--- config.mk ---
export PLATFORM = sky130hd
export DESIGN_NAME = otb_offset_trim_bank
export DESIGN_NICKNAME = d
export VERILOG_FILES = /design/src/include/otb_pkg.sv /design/src/logic/otb_trim_reg.sv /design/src/logic/otb_offset_trim_bank.sv
export SDC_FILE = /design/constraint.sdc
export NUM_CORES = 1
export LEC_CHECK = 0
export ABC_AREA = 1
export BUFFER_PORTS_ARGS = -buffer_cell sky130_fd_sc_hd__buf_4
export CAP_MARGIN = 30
export CORE_MARGIN = 3
export CORE_UTILIZATION = 49
export CTS_BUF_LIST = sky130_fd_sc_hd__clkbuf_16
export CTS_CLUSTER_SIZE = 12
export DETAILED_ROUTE_END_ITERATION = 10
export MAX_ROUTING_LAYER = met4
export PLACE_DENSITY = 0.77
export REMOVE_ABC_BUFFERS = 1
export SLEW_MARGIN = 20
export SYNTH_ARGS = -nofsm -noshare
export SYNTH_HDL_FRONTEND = slang
export SYNTH_SLANG_ARGS = --single-unit
export TNS_END_PERCENT = 10
--- constraint.sdc ---
create_clock -name mclk -period 1.7 [get_ports mclk]
set_clock_uncertainty 0.15 [all_clocks]
set_input_delay 0.085 -clock mclk [delete_from_list [all_inputs] [get_ports mclk]]
set_output_delay 0.085 -clock mclk [all_outputs]
set_load 0.03 [all_outputs]
--- src/include/otb_pkg.sv ---
// ----------------------------------------------------------------------
// Offset trim bank constants and types.
// ----------------------------------------------------------------------
package otb_pkg;

  // Bus and field widths.
  localparam int ADDR_W   = 12;
  localparam int DATA_W   = 16;
  localparam int TRIM_W   = 12;
  localparam int NUM_TRIM = 4;
  localparam int NUM_EV   = 4;

  // Byte offsets of the trim registers, each spanning two bytes.
  localparam logic [11:0] OFS_TRIM_C0_B = 12'h08C;
  localparam logic [11:0] OFS_TRIM_C1_A = 12'h08E;
  localparam logic [11:0] OFS_TRIM_C1_B = 12'h090;
  localparam logic [11:0] OFS_TRIM_C2_A = 12'h092;

  // Byte offsets of the event registers.
  localparam logic [11:0] OFS_EV_STATUS = 12'h0A0;
  localparam logic [11:0] OFS_EV_CLEAR  = 12'h0A2;
  localparam logic [11:0] OFS_EV_ENABLE = 12'h0A4;

  // Index of each trim register in the bank.
  localparam logic [1:0] IDX_C0_B = 2'h0;
  localparam logic [1:0] IDX_C1_A = 2'h1;
  localparam logic [1:0] IDX_C1_B = 2'h2;
  localparam logic [1:0] IDX_C2_A = 2'h3;

  // Reset values.
  localparam logic [15:0] TRIM_RST   = 16'h0000;
  localparam logic [3:0]  EV_EN_RST  = 4'h0;
  localparam logic [3:0]  EV_ST_RST  = 4'h0;

  // Event bit positions in status, clear and enable.
  localparam int EV_WR_FG = 0;
  localparam int EV_WR_BG = 1;
  localparam int EV_RD_FG = 2;
  localparam int EV_RD_BG = 3;

  // Bank sequencing: factory load first, then normal operation.
  typedef enum logic [1:0] {
    ST_LOAD = 2'b01,
    ST_RUN  = 2'b10
  } otb_state_t;

  // Trim register decode: bit 2 is hit, bits 1:0 the index.
  function automatic logic [2:0] otb_decode(input logic [11:0] addr);
    logic [2:0] res;
    res = 3'h0;
    case (addr)
      OFS_TRIM_C0_B: res = {1'b1, IDX_C0_B};
      OFS_TRIM_C1_A: res = {1'b1, IDX_C1_A};
      OFS_TRIM_C1_B: res = {1'b1, IDX_C1_B};
      OFS_TRIM_C2_A: res = {1'b1, IDX_C2_A};
      default:       res = 3'h0;
    endcase
    return res;
  endfunction : otb_decode

endpackage : otb_pkg

--- src/logic/otb_trim_reg.sv ---
`timescale 1ns/10ps
// ----------------------------------------------------------------------
// One 16-bit trim register with a factory load.
// ----------------------------------------------------------------------
module otb_trim_reg #(
  parameter int DATA_W = 16,
  parameter int TRIM_W = 12
) (
  input  wire logic              mclk,
  input  wire logic              arst_n,
  input  wire logic              loadFactory,
  input  wire logic [TRIM_W-1:0] factoryTrim,
  input  wire logic              writeEn,
  input  wire logic [DATA_W-1:0] writeData,
  output logic      [DATA_W-1:0] value
);

  // The factory value cannot be taken under reset, since an async reset
  // may only load a constant; it is loaded on the first clocked cycle.
  always_ff @(posedge mclk or negedge arst_n) begin
    if (!arst_n) begin
      value <= otb_pkg::TRIM_RST;
    end else if (loadFactory) begin
      value[TRIM_W-1:0] <= factoryTrim;
    end else if (writeEn) begin
      value <= writeData;
    end
  end

endmodule : otb_trim_reg

--- src/logic/otb_offset_trim_bank.sv ---
// The strobed register port was chosen for this implementation.
`timescale 1ns/10ps
// Operation
// - Each trim holds a 12-bit unsigned value in 11:0; 15:12 are reserved.
// - After reset each trim holds its factory value, readable and writable.
// - The register at 0x08C trims core 0 while it converts input B.
// - The register at 0x08E trims core 1 while it converts input A.
// - The register at 0x090 trims core 1 while it converts input B.
// - The register at 0x092 trims core 2 while it converts input A.
module otb_offset_trim_bank (
  input  wire logic        mclk,
  input  wire logic        arst_n,
  input  wire logic [11:0] regAddr,
  input  wire logic [15:0] regWrData,
  input  wire logic        regWrite,
  input  wire logic        regRead,
  output logic      [15:0] regRdData,
  input  wire logic [11:0] factoryTrimCore0InputB,
  input  wire logic [11:0] factoryTrimCore1InputA,
  input  wire logic [11:0] factoryTrimCore1InputB,
  input  wire logic [11:0] factoryTrimCore2InputA,
  input  wire logic        foregroundCalBusy,
  input  wire logic        offsetCalibrationEnable,
  input  wire logic        backgroundCalibrationEnable,
  input  wire logic        backgroundOffsetCalibrationEnable,
  input  wire logic        foregroundCompletionFlag,
  input  wire logic        calibrationStoppedFlag,
  input  wire logic        core1SamplesInputB,
  output logic      [11:0] core0InputBTrim,
  output logic      [11:0] core1AppliedTrim,
  output logic      [11:0] core2InputATrim,
  output logic             trimValid,
  output logic             irq
);

  // ----------------------------------------------------------------------
  // Declarations
  // ----------------------------------------------------------------------
  otb_pkg::otb_state_t state;
  logic [15:0] trimReg [otb_pkg::NUM_TRIM];
  logic [11:0] factoryTrim [otb_pkg::NUM_TRIM];
  logic [2:0]  wrDec;
  logic [2:0]  rdDec;
  logic        loadFactory;
  logic [3:0]  evStatus;
  logic [3:0]  evEnable;
  logic [3:0]  evSet;
  logic [3:0]  evClear;
  logic        bgOffsetOn;
  logic        fgOffsetOnly;

  // ----------------------------------------------------------------------
  // Decode
  // ----------------------------------------------------------------------

  // The same decode serves both strobes; an odd byte address misses.
  assign wrDec = otb_pkg::otb_decode(regAddr);
  assign rdDec = otb_pkg::otb_decode(regAddr);

  assign factoryTrim[otb_pkg::IDX_C0_B] = factoryTrimCore0InputB;
  assign factoryTrim[otb_pkg::IDX_C1_A] = factoryTrimCore1InputA;
  assign factoryTrim[otb_pkg::IDX_C1_B] = factoryTrimCore1InputB;
  assign factoryTrim[otb_pkg::IDX_C2_A] = factoryTrimCore2InputA;

  // ----------------------------------------------------------------------
  // Sequencing
  // ----------------------------------------------------------------------

  // One load cycle after reset release picks up the factory trims.
  always_ff @(posedge mclk or negedge arst_n) begin
    if (!arst_n) begin
      state <= otb_pkg::ST_LOAD;
    end else begin
      case (state)
        otb_pkg::ST_LOAD: state <= otb_pkg::ST_RUN;
        otb_pkg::ST_RUN:  state <= otb_pkg::ST_RUN;
        default:          state <= otb_pkg::ST_LOAD;
      endcase
    end
  end

  assign loadFactory = (state == otb_pkg::ST_LOAD);

  always_ff @(posedge mclk or negedge arst_n) begin
    if (!arst_n) begin
      trimValid <= 1'b0;
    end else begin
      trimValid <= (state == otb_pkg::ST_RUN);
    end
  end

  // ----------------------------------------------------------------------
  // Trim storage
  // ----------------------------------------------------------------------

  // A write in the load cycle loses to the factory value; software
  // should wait for trimValid before touching the bank.
  for (genvar i = 0; i < otb_pkg::NUM_TRIM; i++) begin : g_trim
    otb_trim_reg #(
      .DATA_W (otb_pkg::DATA_W),
      .TRIM_W (otb_pkg::TRIM_W)
    ) u_trim (
      .mclk        (mclk),
      .arst_n      (arst_n),
      .loadFactory (loadFactory),
      .factoryTrim (factoryTrim[i]),
      .writeEn     (regWrite && wrDec[2] && (wrDec[1:0] == 2'(i))),
      .writeData   (regWrData),
      .value       (trimReg[i])
    );
  end

  // ----------------------------------------------------------------------
  // Applied trims
  // ----------------------------------------------------------------------

  // Only the 12-bit field is applied; reserved bits stay in the bank.
  always_ff @(posedge mclk or negedge arst_n) begin
    if (!arst_n) begin
      core0InputBTrim <= 12'h000;
    end else begin
      core0InputBTrim <= trimReg[otb_pkg::IDX_C0_B][11:0];
    end
  end

  // Core 1 swaps trims with its input so no glitch reaches the core.
  always_ff @(posedge mclk or negedge arst_n) begin
    if (!arst_n) begin
      core1AppliedTrim <= 12'h000;
    end else if (core1SamplesInputB) begin
      core1AppliedTrim <= trimReg[otb_pkg::IDX_C1_B][11:0];
    end else begin
      core1AppliedTrim <= trimReg[otb_pkg::IDX_C1_A][11:0];
    end
  end

  always_ff @(posedge mclk or negedge arst_n) begin
    if (!arst_n) begin
      core2InputATrim <= 12'h000;
    end else begin
      core2InputATrim <= trimReg[otb_pkg::IDX_C2_A][11:0];
    end
  end

  // ----------------------------------------------------------------------
  // Access hazard events
  // ----------------------------------------------------------------------

  // Accesses that break the calibration interlocks are not blocked, since
  // software owns that discipline; they are flagged so firmware can see
  // that a trim may have been corrupted or read while unsettled.
  assign bgOffsetOn   = backgroundCalibrationEnable &&
                        backgroundOffsetCalibrationEnable;
  assign fgOffsetOnly = offsetCalibrationEnable &&
                        !backgroundOffsetCalibrationEnable;

  always_comb begin
    evSet = 4'h0;
    evSet[otb_pkg::EV_WR_FG] = regWrite && wrDec[2] &&
                               foregroundCalBusy;
    evSet[otb_pkg::EV_WR_BG] = regWrite && wrDec[2] && bgOffsetOn;
    evSet[otb_pkg::EV_RD_FG] = regRead && rdDec[2] && fgOffsetOnly &&
                               !foregroundCompletionFlag;
    evSet[otb_pkg::EV_RD_BG] = regRead && rdDec[2] && bgOffsetOn &&
                               !calibrationStoppedFlag;
  end

  assign evClear = (regWrite && regAddr == otb_pkg::OFS_EV_CLEAR) ?
                   regWrData[3:0] : 4'h0;

  // Set wins over clear so an event in the clearing cycle is kept.
  always_ff @(posedge mclk or negedge arst_n) begin
    if (!arst_n) begin
      evStatus <= otb_pkg::EV_ST_RST;
    end else begin
      evStatus <= (evStatus & ~evClear) | evSet;
    end
  end

  always_ff @(posedge mclk or negedge arst_n) begin
    if (!arst_n) begin
      evEnable <= otb_pkg::EV_EN_RST;
    end else if (regWrite && regAddr == otb_pkg::OFS_EV_ENABLE) begin
      evEnable <= regWrData[3:0];
    end
  end

  assign irq = |(evStatus & evEnable);

  // ----------------------------------------------------------------------
  // Read port
  // ----------------------------------------------------------------------

  // Data stands for exactly one cycle after the strobe, zero otherwise;
  // unmapped addresses and the clear register read as zero.
  always_ff @(posedge mclk or negedge arst_n) begin
    if (!arst_n) begin
      regRdData <= 16'h0000;
    end else if (!regRead) begin
      regRdData <= 16'h0000;
    end else if (rdDec[2]) begin
      regRdData <= trimReg[rdDec[1:0]];
    end else if (regAddr == otb_pkg::OFS_EV_STATUS) begin
      regRdData <= {12'h000, evStatus};
    end else if (regAddr == otb_pkg::OFS_EV_ENABLE) begin
      regRdData <= {12'h000, evEnable};
    end else begin
      regRdData <= 16'h0000;
    end
  end
endmodule : otb_offset_trim_bank

# [Word-level counts from Yosys, hierarchy flattened]
# Cells that the tools add are included.
[classes] bitwise_logic=6 magnitude_cmp=1 n_eq_ne=12 muxes=19 n_reduce_logical=30
[ops] cell="12-bit two-way mux" n=9
[ops] cell="12-bit by 8-bit equality test with 1-bit output (second input constant)" n=7
[ops] cell="16-bit two-way mux" n=4
[ops] cell="16-bit binary-select mux with 2-bit select" n=1
[ops] cell="1-bit logical AND" n=16
[ops] cell="4-bit two-way mux" n=3
[ops] cell="3-bit one-hot mux with 4 select lines" n=1
[ops] cell="4-bit bitwise AND" n=2
[ops] cell="2-bit AND reduction" n=4
[ops] cell="2-bit nonzero test" n=4
[ops] cell="2-bit equality test (second input constant)" n=3
[ops] cell="2-bit by 1-bit equality test with 1-bit output (second input constant)" n=2
[ops] cell="4-bit NOT" n=1
[ops] cell="4-bit bitwise OR" n=1
[ops] cell="4-bit OR reduction" n=1
[ops] cell="3-bit greater-or-equal comparator (second input constant)" n=1
[ops] cell="1-bit logical NOT" n=3
[ops] cell="2-bit NOT with 3-bit output" n=1
[ops] cell="2-bit logical NOT" n=1
[ops] cell="2-bit two-way mux" n=1
[ops] cell="2-bit OR reduction" n=1
[ops] cell="1-bit NOT" n=1
[word_totals] inputBits=87 ff_bits=127 out_inout_bits=54

# [Longest topological paths before layout]
# Gate-level depths: netlist of run 1.
[depth] depth_word=8 mapped_depth=11 depth_no_buf=10

# [Modules after synthesis]
# Synthesis of run 1 repeated with hierarchy kept, for this count alone.
[hier_totals] hier_cells=702 area_unflattened_um2=5884.4
[by_module_without_submodules] mod="otb_offset_trim_bank" area_per_inst_um2=3076.7 instances=1 seq_area_each_um2=1577.8 cells_per_inst=362
[by_module_without_submodules] mod="otb_trim_reg" area_per_inst_um2=701.9 instances=4 seq_area_each_um2=400.4 cells_per_inst=85

# [Worst setup path after synthesis of run 1]
# No wires, ideal clock.
[synth_timing] path_kind="register to register" startpoint="register state[0]" endpoint="register g_trim[1].u_trim.value[10]" setup_slack_ns=-0.030 synth_period_minus_slack_ns=1.730 arrival_ns=1.448 stages_incl_launch_ff=9 cell_sequence="dfstp_2 ha_1 clkbuf_2 inv_1 buf_2 nand2_2 inv_2 nand2_1 o211ai_1"
[synth_via] elab_chain_len=2 elab_cells_between_ends=3 classes_between="1 x eq/ne; 1 x mux; 1 x reduce/logical"
[synth_lines] item="start: declaration" line="otb_offset_trim_bank.sv:39" source="otb_pkg::otb_state_t state;"
[synth_lines] item="start signal: assignment" line="otb_offset_trim_bank.sv:72" source="state <= otb_pkg::ST_LOAD;"
[synth_lines] item="start signal: assignment" line="otb_offset_trim_bank.sv:75" source="otb_pkg::ST_LOAD: state <= otb_pkg::ST_RUN;"
[synth_lines] item="start signal: assignment" line="otb_offset_trim_bank.sv:76" source="otb_pkg::ST_RUN: state <= otb_pkg::ST_RUN;"
[synth_lines] item="2-bit by 1-bit equality test with 1-bit output *" line="otb_offset_trim_bank.sv:82" source="assign loadFactory = (state == otb_pkg::ST_LOAD);"
[synth_lines] item="12-bit two-way mux / 2-bit nonzero test (equally long branches)"
[synth_lines] item="end signal: assignment" line="otb_trim_reg.sv:22" source="value <= otb_pkg::TRIM_RST;"
[synth_lines] item="end signal: indexed assignment" line="otb_trim_reg.sv:24" source="value[TRIM_W-1:0] <= factoryTrim;"
[synth_lines] item="end signal: assignment" line="otb_trim_reg.sv:26" source="value <= writeData;"
[synth_lines] item="end: declaration" line="otb_trim_reg.sv:15" source="output logic [DATA_W-1:0] value"
# Mark *: on every way between the ends. The rest lies on a longest branch, timed or not.
# A chain may end at the register's enable or synchronous reset.

# [Worst setup path after layout of run 1]
[layout_timing] startpoint="register state[0]" endpoint="register g_trim[1].u_trim.value[13]"
[layout_via] elab_chain_len=3
[layout_lines] item="2-bit by 1-bit equality test with 1-bit output" line="otb_offset_trim_bank.sv:82"
[layout_lines] item="1-bit NOT (no source line)"
[layout_lines] item="2-bit AND reduction (no source line)"
# Every way passes these cells.

==> report_table.html, run 1 <==
<table>
<tr><th>Metric</th><th>Value</th></tr>
<tr><th colspan="2">Status</th></tr>
<tr><td>Run status</td><td>finished clean</td></tr>
<tr><th colspan="2">Logic synthesis</th></tr>
<tr><td>Synth unique cells</td><td>32</td></tr>
<tr><td>Synth Area in Compound Gates</td><td>0.09592</td></tr>
<tr><td>Simple-gate share of the synthesized area</td><td>0.2912</td></tr>
<tr><td>Synth Area per Inst</td><td>8.392 um2</td></tr>
<tr><td>Flop and latch count out of synthesis</td><td>127</td></tr>
<tr><td>Mux contribution to synthesized area</td><td>0</td></tr>
<tr><td>Synthesis warning total</td><td>0</td></tr>
<tr><td>Fraction of the mapped netlist area in adder cells</td><td>0.004254</td></tr>
<tr><td>Xor and xnor fraction of the mapped netlist area</td><td>0</td></tr>
<tr><td>Combinational family with the most area after synthesis</td><td>simple AND/OR/NAND/NOR gates</td></tr>
<tr><td>Syn Std Cell Area</td><td>5883 um2</td></tr>
<tr><td>Register area share after synthesis</td><td>0.5404</td></tr>
<tr><td>Synthesized netlist cell count</td><td>701</td></tr>
<tr><th colspan="2">Drt</th></tr>
<tr><td>Starting DRT DRC Count</td><td>426</td></tr>
<tr><td>Wire length per cell after detailed routing</td><td>15.53 um</td></tr>
<tr><td>Post-route DRC violation count</td><td>0</td></tr>
<tr><td>Vias</td><td>5725</td></tr>
<tr><td>Sum of routed wire length over all layers</td><td>16820 um</td></tr>
<tr><td>Antenna-violating nets left</td><td>0</td></tr>
<tr><td>Pre-Repair DR Iteration Count</td><td>6</td></tr>
<tr><td>Vias per inst</td><td>5.286</td></tr>
<tr><th colspan="2">Min path</th></tr>
<tr><td>HP Class</td><td>in2async</td></tr>
<tr><th colspan="2">Floorplanning</th></tr>
<tr><td>Y dimension of the die</td><td>115.6 um</td></tr>
<tr><td>Std-Cell Core Area</td><td>11560 um2</td></tr>
<tr><td># rows</td><td>39</td></tr>
<tr><td>Effective utilization at floorplan</td><td>0.5087</td></tr>
<tr><td>Chip Width</td><td>115.6 um</td></tr>
<tr><td>Total I/O pin count</td><td>141</td></tr>
<tr><td>DIE AREA</td><td>13360 um2</td></tr>
<tr><th colspan="2">Critical path</th></tr>
<tr><td>Ordered list of cells on the worst path</td><td>ha_4, buf_12, or2_0, buf_4, nand2_1, o21ai_1</td></tr>
<tr><td>Worst Path Arrival</td><td>1.86 ns</td></tr>
<tr><td>CP startpoint kind</td><td>register</td></tr>
<tr><td>Library cell contributing the largest single delay on the critical path</td><td>dfstp_2</td></tr>
<tr><td>CP required</td><td>1.88 ns</td></tr>
<tr><td>Worst path bufs/invs</td><td>2</td></tr>
<tr><td>Gate family responsible for the most delay along the worst path</td><td>flip-flops</td></tr>
<tr><td>First element of the critical path</td><td>state[0]</td></tr>
<tr><td>Peak fanout along the critical path</td><td>50</td></tr>
<tr><td>Launch point of the worst reg-to-reg path</td><td>state[0]</td></tr>
<tr><td>Longest individual stage delay on the worst path</td><td>0.56 ns</td></tr>
<tr><td>Crit. End Element</td><td>register</td></tr>
<tr><td>Critical Setup Path Class</td><td>reg2reg</td></tr>
<tr><th colspan="2">Clock tree</th></tr>
<tr><td>Clock tree from TritonCTS</td><td>yes</td></tr>
<tr><td>Clock slew at the register clock pins of the worst setup and hold paths</td><td>0.05 ns</td></tr>
<tr><td>Largest buffer count on any clock path</td><td>2</td></tr>
<tr><td>Total clock sinks</td><td>127</td></tr>
<tr><td>Number of clock buffers inserted by TritonCTS</td><td>17</td></tr>
<tr><td>Number of H-tree branching levels</td><td>4</td></tr>
<tr><td>Worst-Skew Late Latency</td><td>0.42 ns</td></tr>
<tr><td>Clk root buf</td><td>clkbuf_16</td></tr>
<tr><th colspan="2">STA</th></tr>
<tr><td>RSZ-0062 raised after global routing</td><td>true</td></tr>
<tr><td>Minimum clock period after layout</td><td>1.672 ns</td></tr>
<tr><td>Sum of negative setup slack</td><td>0 ns</td></tr>
<tr><td>Number of endpoints failing setup at the final stage</td><td>0</td></tr>
<tr><td>Normalized max-slew margin</td><td>0.6547</td></tr>
<tr><td>Count of final hold-check violations</td><td>0</td></tr>
<tr><td>Max Fclk</td><td>598.1 MHz</td></tr>
<tr><td>Final period utilization</td><td>0.9834</td></tr>
<tr><td>Measured slew at the worst slew-check pin</td><td>0.5180 ns</td></tr>
<tr><td>Number of max-slew violations in the final report</td><td>0</td></tr>
<tr><th colspan="2">Global routing</th></tr>
<tr><td>Global-route wire length before repair</td><td>27360 um</td></tr>
<tr><td>Busiest layer in global routing</td><td>met2</td></tr>
<tr><td>Global-route met1 utilization</td><td>0.3304</td></tr>
<tr><td>Grt met3 use</td><td>0.05065</td></tr>
<tr><td>GR Layer Usage met2</td><td>0.4483</td></tr>
<tr><td>Vias in the first global route</td><td>5724</td></tr>
<tr><td>Largest net degree at the start of global routing</td><td>87</td></tr>
<tr><td>Gr usage total</td><td>0.2718</td></tr>
<tr><td>Final global-route overflow total</td><td>0</td></tr>
<tr><td>Number of antenna violations at the first check in global routing</td><td>0</td></tr>
<tr><th colspan="2">Finish</th></tr>
<tr><td>Most common cell after layout, fill and taps aside</td><td>nand2_1</td></tr>
<tr><td>Total area of sequential cells</td><td>3179 um2</td></tr>
<tr><td>Layout cells sized above 1</td><td>0.2460</td></tr>
<tr><td>Core utilization of the finished layout</td><td>0.7392</td></tr>
<tr><td>Fill cells</td><td>790</td></tr>
<tr><td>Synth-to-layout area growth</td><td>45.30%</td></tr>
<tr><td>Non-Filler Instances</td><td>1083</td></tr>
<tr><td>Area of the multi-input gates</td><td>2341 um2</td></tr>
<tr><td>Most used cells in the layout excluding fill and tap cells</td><td>nand2_1 (278), buf_4 (151), dfrtp_1 (126)</td></tr>
<tr><td>Net count reported at finish</td><td>1018</td></tr>
<tr><th colspan="2">Run</th></tr>
<tr><td>Reported max-cap violation count</td><td>0</td></tr>
<tr><th colspan="2">Power and ir drop</th></tr>
<tr><td>Pwr dens</td><td>841.1 nW/um2</td></tr>
<tr><td>LEAKAGE</td><td>4.278 nW</td></tr>
<tr><td>Largest voltage drop on the vdd net</td><td>0.5099 mV</td></tr>
<tr><th colspan="2">Placement</th></tr>
<tr><td>Routability-driven placement congestion ratio</td><td>0.8618</td></tr>
<tr><td>Placed cell count</td><td>977</td></tr>
<tr><td>DP HPWL</td><td>10600 um</td></tr>
<tr><td>Port-buffer cells</td><td>140</td></tr>
</table>
power by group:
group	switching (W)	internal, W	total [W]	leakage [nW]
clock network	0.00125	0.00193	0.00318	0.249
logic	0.000411	0.000397	0.000808	2.47
registers	0.0000620	0.00314	0.00320	1.56
total	0.00172	0.00547	0.00719	4.28
cell usage after synthesis, drive strengths merged:
cell type / count / share of area
buf: 21 / 0.027
a31oi: 16 / 0.017
o31ai: 1 / 0.0013
or2: 1 / 0.0011
nand4: 3 / 0.0057
o21ai: 50 / 0.047
nand3: 50 / 0.051
nor3: 2 / 0.0017
ha: 2 / 0.0043
o211ai: 8 / 0.010
inv: 55 / 0.035
dfstp: 1 / 0.0045
dfrtp: 126 / 0.54
nand2: 292 / 0.19
clkbuf: 9 / 0.0062
nor2: 40 / 0.037
a21oi: 24 / 0.020
logic make-up after synthesis:
family,Yosys count
AND/OR/NAND/NOR,388
buffers and inverters,85
flip-flops,127
adder cells (fa/ha/maj),2
AO/OA/AOI/OAI,99
registers in the layout, summed over array words and instances, names as in the netlist:
register,flops
evEnable,4
state,2
core0InputBTrim,12
regRdData,16
g_trim.u_trim.value,64
core1AppliedTrim,12
evStatus,4
core2InputATrim,12
trimValid,1
per-stage QoR:
stage	power, W	hold slack (ns)	cell area (um2)	worst slack [ns]
floorplan	0.003525	-0.3606	5688	-1.281
global placement	0.003898	0.01222	7243	0.03283
detailed placement	0.003915	0.01268	7243	-0.002368
CTS	0.007200	0.1235	8518	0.001734
global route	0.007440	0.1646	8546	-0.03813
finish	0.007190	0.1191	8548	0.02818
layout make-up:
type                    instances  share of cell area
flip-flops and latches        127              0.3719
well taps                     143             0.02093
multi-input cells             489              0.2739
clock inverters                12            0.009368
inverters                      55             0.02415
clock buffers                  17             0.04977
diodes                          1           0.0002927
repair buffers                239              0.2497
per-layer routing:
layer,routed length (um),vias up
met3,1226,51
met5,0,-
li1,-,2687
met2,8280,288
met1,6819,2699
met4,492,0
path summary, 6_finish.rpt:
kind                       slack [ns]                         end  depth (start not counted)
setup / recovery                 0.03  g_trim[1].u_trim.value[13]                          6
hold / removal                   0.12                regRdData[8]                          3
setup reg to reg                 0.03  g_trim[1].u_trim.value[13]                          6
hold reg to reg                  0.25          core2InputATrim[5]                          0
max in group asynchronous        0.88   g_trim[3].u_trim.value[0]                          3
min in group mclk                0.14                 evStatus[3]                          7
repair_timing:
item	in CTS	in global routing
gates cloned	0	0
resized for setup	1	4
hold buffers	76	0
pin swaps	0	1
buffers inserted	0	0
endpoints found under the hold margin	226	0
setup endpoints to repair	1	39
worst register-to-register path: cells and delay by family, from the launching register on:
family	cells	cell delay [ns]
AO/OA/AOI/OAI	1	0.09
adder cells (fa/ha/maj)	1	0.15
flip-flops	1	0.56
buffers and inverters	2	0.41
AND/OR/NAND/NOR	2	0.23
Power figures use the tool's default switching activity.
==> run 2, diff against run 1 <==
Settings changed: CORE_UTILIZATION 49 to 54, PLACE_DENSITY 0.77 to 0.8, SETUP_SLACK_MARGIN from default to 0.4, SLEW_MARGIN 20 to 25.
Clock period 1.7 ns to 1.9 ns, I/O delays scaled along.
==> run 2 against run 1 <==
Clock power shrank 9.4%. Utilization increased by 8.4 points. Sequential power is 10% lower. Highest routed layer unchanged.
==> report_table.html, run 2 (synthesis results as in run 1) <==
<table>
<tr><th>Metric</th><th>Value</th></tr>
<tr><th colspan="2">Status</th></tr>
<tr><td>Run status</td><td>finished clean</td></tr>
<tr><th colspan="2">Placement</th></tr>
<tr><td>Post-place setup slack</td><td>0.05474 ns (+0.05710 ns)</td></tr>
<tr><td>DP HPWL</td><td>11100 um (+4.7%)</td></tr>
<tr><td>Routability-driven placement congestion ratio</td><td>0.8971 (+4.1%)</td></tr>
<tr><td>Port-buffer cells</td><td>140 (unchanged)</td></tr>
<tr><td>Cell area reported after detailed placement</td><td>7109 um2 (-1.8%)</td></tr>
<tr><th colspan="2">Finish</th></tr>
<tr><td>Fill cells</td><td>585 (-26%)</td></tr>
<tr><td>Register with the most flip-flops</td><td>g_trim.u_trim.value</td></tr>
<tr><td>Antenna cells</td><td>0 (-1)</td></tr>
<tr><td>Most common cell after layout, fill and taps aside</td><td>nand2_1</td></tr>
<tr><td>Net count reported at finish</td><td>1023 (+0.49%)</td></tr>
<tr><td>Layout cells sized above 1</td><td>0.2653 (+0.01932)</td></tr>
<tr><td>Synth-to-layout area growth</td><td>46.34%</td></tr>
<tr><td>Leading registers by flop count</td><td>g_trim.u_trim.value (64), regRdData (16)</td></tr>
<tr><td>Max reg flops</td><td>64 (unchanged)</td></tr>
<tr><td>Finished Cell Area</td><td>8610 um2 (+0.72%)</td></tr>
<tr><td>Most used cells in the layout excluding fill and tap cells</td><td>nand2_1 (267), buf_4 (153), dfrtp_1 (126)</td></tr>
<tr><th colspan="2">Power and ir drop</th></tr>
<tr><td>Internal</td><td>0.004904 W (-10%)</td></tr>
<tr><td>Pwr dens</td><td>754.1 nW/um2 (-10%)</td></tr>
<tr><td>Proportion of power drawn by flip-flops and latches</td><td>0.442 (-0.003)</td></tr>
<tr><td>Proportion of total power due to net switching</td><td>0.2446 (+0.005509)</td></tr>
<tr><td>Clock Power Share</td><td>0.443 (about the same)</td></tr>
<tr><td>Combinational share of power</td><td>0.115 (+0.003)</td></tr>
<tr><td>LEAKAGE</td><td>4.313 nW (+0.82%)</td></tr>
<tr><td>P_sw</td><td>0.001588 W (-7.6%)</td></tr>
<tr><td>Largest voltage drop on the vdd net</td><td>0.4367 mV (-14%)</td></tr>
<tr><th colspan="2">Drt</th></tr>
<tr><td>Vias</td><td>6095 (+6.5%)</td></tr>
<tr><td>Vias per inst</td><td>5.633 (+6.6%)</td></tr>
<tr><td>Pre-Repair DR Iteration Count</td><td>6 (unchanged)</td></tr>
<tr><td>Antenna-violating nets left</td><td>0 (unchanged)</td></tr>
<tr><td>Sum of routed wire length over all layers</td><td>19500 um (+16%)</td></tr>
<tr><td>Starting DRT DRC Count</td><td>535 (+26%)</td></tr>
<tr><td>Post-route DRC violation count</td><td>0 (unchanged)</td></tr>
<tr><td>Wire length per cell after detailed routing</td><td>18.02 um (+16%)</td></tr>
<tr><th colspan="2">Critical path</th></tr>
<tr><td>Longest individual stage delay on the worst path</td><td>0.55 ns (about the same)</td></tr>
<tr><td>Worst path bufs/invs</td><td>2 (unchanged)</td></tr>
<tr><td>Peak fanout along the critical path</td><td>5 (-90%)</td></tr>
<tr><td>CP required</td><td>2.05 ns (+0.17 ns)</td></tr>
<tr><td>Number of stages on the worst setup path</td><td>7 (+1)</td></tr>
<tr><td>Ordered list of cells on the worst path</td><td>ha_4, clkinvlp_4, buf_4, nand2_1, nand2_1, nand2_1, o21ai_2</td></tr>
<tr><td>CP startpoint kind</td><td>register</td></tr>
<tr><td>Gate family responsible for the most delay along the worst path</td><td>flip-flops</td></tr>
<tr><td>Cell with the most instances on the worst path</td><td>nand2_1</td></tr>
<tr><td>Launch point of the worst reg-to-reg path</td><td>state[0]</td></tr>
<tr><td>Library cell contributing the largest single delay on the critical path</td><td>dfstp_2</td></tr>
<tr><td>Crit. End Element</td><td>register</td></tr>
<tr><td>Worst Path Arrival</td><td>1.90 ns (+0.04 ns)</td></tr>
<tr><td>First element of the critical path</td><td>state[0]</td></tr>
<tr><td>Critical Setup Path Class</td><td>reg2reg</td></tr>
<tr><td>Register-to-Register Path Depth</td><td>7 (+1)</td></tr>
<tr><th colspan="2">Floorplanning</th></tr>
<tr><td>Std-Cell Core Area</td><td>10460 um2 (-9.5%)</td></tr>
<tr><td>Effective utilization at floorplan</td><td>0.5623 (+0.05360)</td></tr>
<tr><td>Total I/O pin count</td><td>141 (unchanged)</td></tr>
<tr><td>DIE AREA</td><td>12180 um2 (-8.8%)</td></tr>
<tr><td>Chip Width</td><td>110.4 um (-4.5%)</td></tr>
<tr><td>Y dimension of the die</td><td>110.4 um (-4.5%)</td></tr>
<tr><td># rows</td><td>37 (-5.1%)</td></tr>
<tr><th colspan="2">STA</th></tr>
<tr><td>Measured slew at the worst slew-check pin</td><td>0.6345 ns (+0.1165 ns)</td></tr>
<tr><td>Final critical-path setup slack</td><td>0.1583 ns (+0.1301 ns)</td></tr>
<tr><td>Max Fclk</td><td>574.2 MHz (-4.0%)</td></tr>
<tr><td>RSZ-0062 raised after global routing</td><td>true</td></tr>
<tr><td>Worst hold slack across all endpoints</td><td>0.05042 ns (-0.06869 ns)</td></tr>
<tr><td>Final period utilization</td><td>0.9167 (-0.06675)</td></tr>
<tr><td>Normalized max-slew margin</td><td>0.5737 (-0.08094)</td></tr>
<tr><td>Number of endpoints failing setup at the final stage</td><td>0 (unchanged)</td></tr>
<tr><td>Minimum clock period after layout</td><td>1.742 ns (+0.06986 ns)</td></tr>
<tr><td>Number of max-slew violations in the final report</td><td>0 (unchanged)</td></tr>
<tr><td>Count of final hold-check violations</td><td>0 (unchanged)</td></tr>
<tr><th colspan="2">Clock tree</th></tr>
<tr><td>Clk root buf</td><td>clkbuf_16</td></tr>
<tr><td>Number of clock buffers inserted by TritonCTS</td><td>17 (unchanged)</td></tr>
<tr><td>Clock tree from TritonCTS</td><td>yes</td></tr>
<tr><td>Total clock sinks</td><td>127 (unchanged)</td></tr>
<tr><td>Worst-Skew Late Latency</td><td>0.41 ns (about the same)</td></tr>
<tr><td>Clock slew at the register clock pins of the worst setup and hold paths</td><td>0.05 ns (about the same)</td></tr>
<tr><td>Number of H-tree branching levels</td><td>4 (unchanged)</td></tr>
<tr><td>Largest buffer count on any clock path</td><td>2 (unchanged)</td></tr>
<tr><th colspan="2">Global routing</th></tr>
<tr><td>Number of antenna violations at the first check in global routing</td><td>0 (unchanged)</td></tr>
<tr><td>Vias in the first global route</td><td>6005 (+4.9%)</td></tr>
<tr><td>Gr usage total</td><td>0.3208 (+0.04901)</td></tr>
<tr><td>Largest net degree at the start of global routing</td><td>51 (-41%)</td></tr>
<tr><td>Final global-route overflow total</td><td>0 (unchanged)</td></tr>
<tr><td>Global-route wire length before repair</td><td>28600 um (+4.5%)</td></tr>
<tr><th colspan="2">Run</th></tr>
<tr><td>Reported max-cap violation count</td><td>0 (unchanged)</td></tr>
<tr><th colspan="2">Min path</th></tr>
<tr><td>HP Class</td><td>in2async</td></tr>
</table>
run 2: layout make-up:
cell class | instances | area [um2] | area share
repair buffers | 242 | 2112 | 0.2453
well taps | 136 | 170.2 | 0.01976
inverters | 55 | 210.2 | 0.02442
repair inverters | 1 | 7.507 | 0.0008720
clock buffers | 17 | 425.4 | 0.04941
flip-flops and latches | 127 | 3179 | 0.3693
clock inverters | 14 | 88.84 | 0.01032
multi-input cells | 490 | 2416 | 0.2806
run 2: per-layer routing:
| metal | global-route usage | part of all wire |
|---|---|---|
| met1 | 0.3651 | 0.36 |
| met2 | 0.5286 | 0.48 |
| met3 | 0.07105 | 0.10 |
| met4 | 0.1750 | 0.052 |
| met5 | - | 0 |
run 2: what timing repair did:
| action | 4_1_cts | 5_1_grt |
|---|---|---|
| endpoints found under the hold margin | 221 | 0 |
| gates resized for setup | 19 | 18 |
| pin swaps | 1 | 3 |
| endpoints found under the setup margin | 64 | 67 |
| setup buffers | 4 | 3 |
| hold buffers | 75 | 0 |
| cloned | 2 | 2 |
run 2: metrics by stage:
stage               TNS, ns  utilization  instances  power [W]
finish                    0       0.8229       1082   0.006492
global route              0       0.8229       1082   0.006687
CTS                       0       0.8107       1077   0.006438
detailed placement        0       0.6795        965   0.003504
global placement          0       0.6795        965   0.003485
floorplan            -59.02            -        671   0.003154
run 2: final timing paths:
kind / slack [ns] / end
worst max-delay path: 0.16 / g_trim[2].u_trim.value[9]
worst min-delay path: 0.05 / core2InputATrim[11]
worst max register to register: 0.16 / g_trim[2].u_trim.value[9]
worst min register to register: 0.25 / core2InputATrim[1]
max in group asynchronous: 0.91 / g_trim[2].u_trim.value[2]
min in group mclk: 0.10 / evEnable[1]
run 2: power by group through the flow:
| stage | Clock, W | Combinational, W | Sequential (W) |
|---|---|---|---|
| 2_1_floorplan | 0 | 0.000164 | 0.00299 |
| 3_3_place_gp | 0 | 0.000581 | 0.00290 |
| 3_5_place_dp | 0 | 0.000594 | 0.00291 |
| 4_1_cts | 0.00285 | 0.000725 | 0.00286 |
| 5_1_grt | 0.00301 | 0.000804 | 0.00288 |
| 6_report | 0.00288 | 0.000745 | 0.00287 |
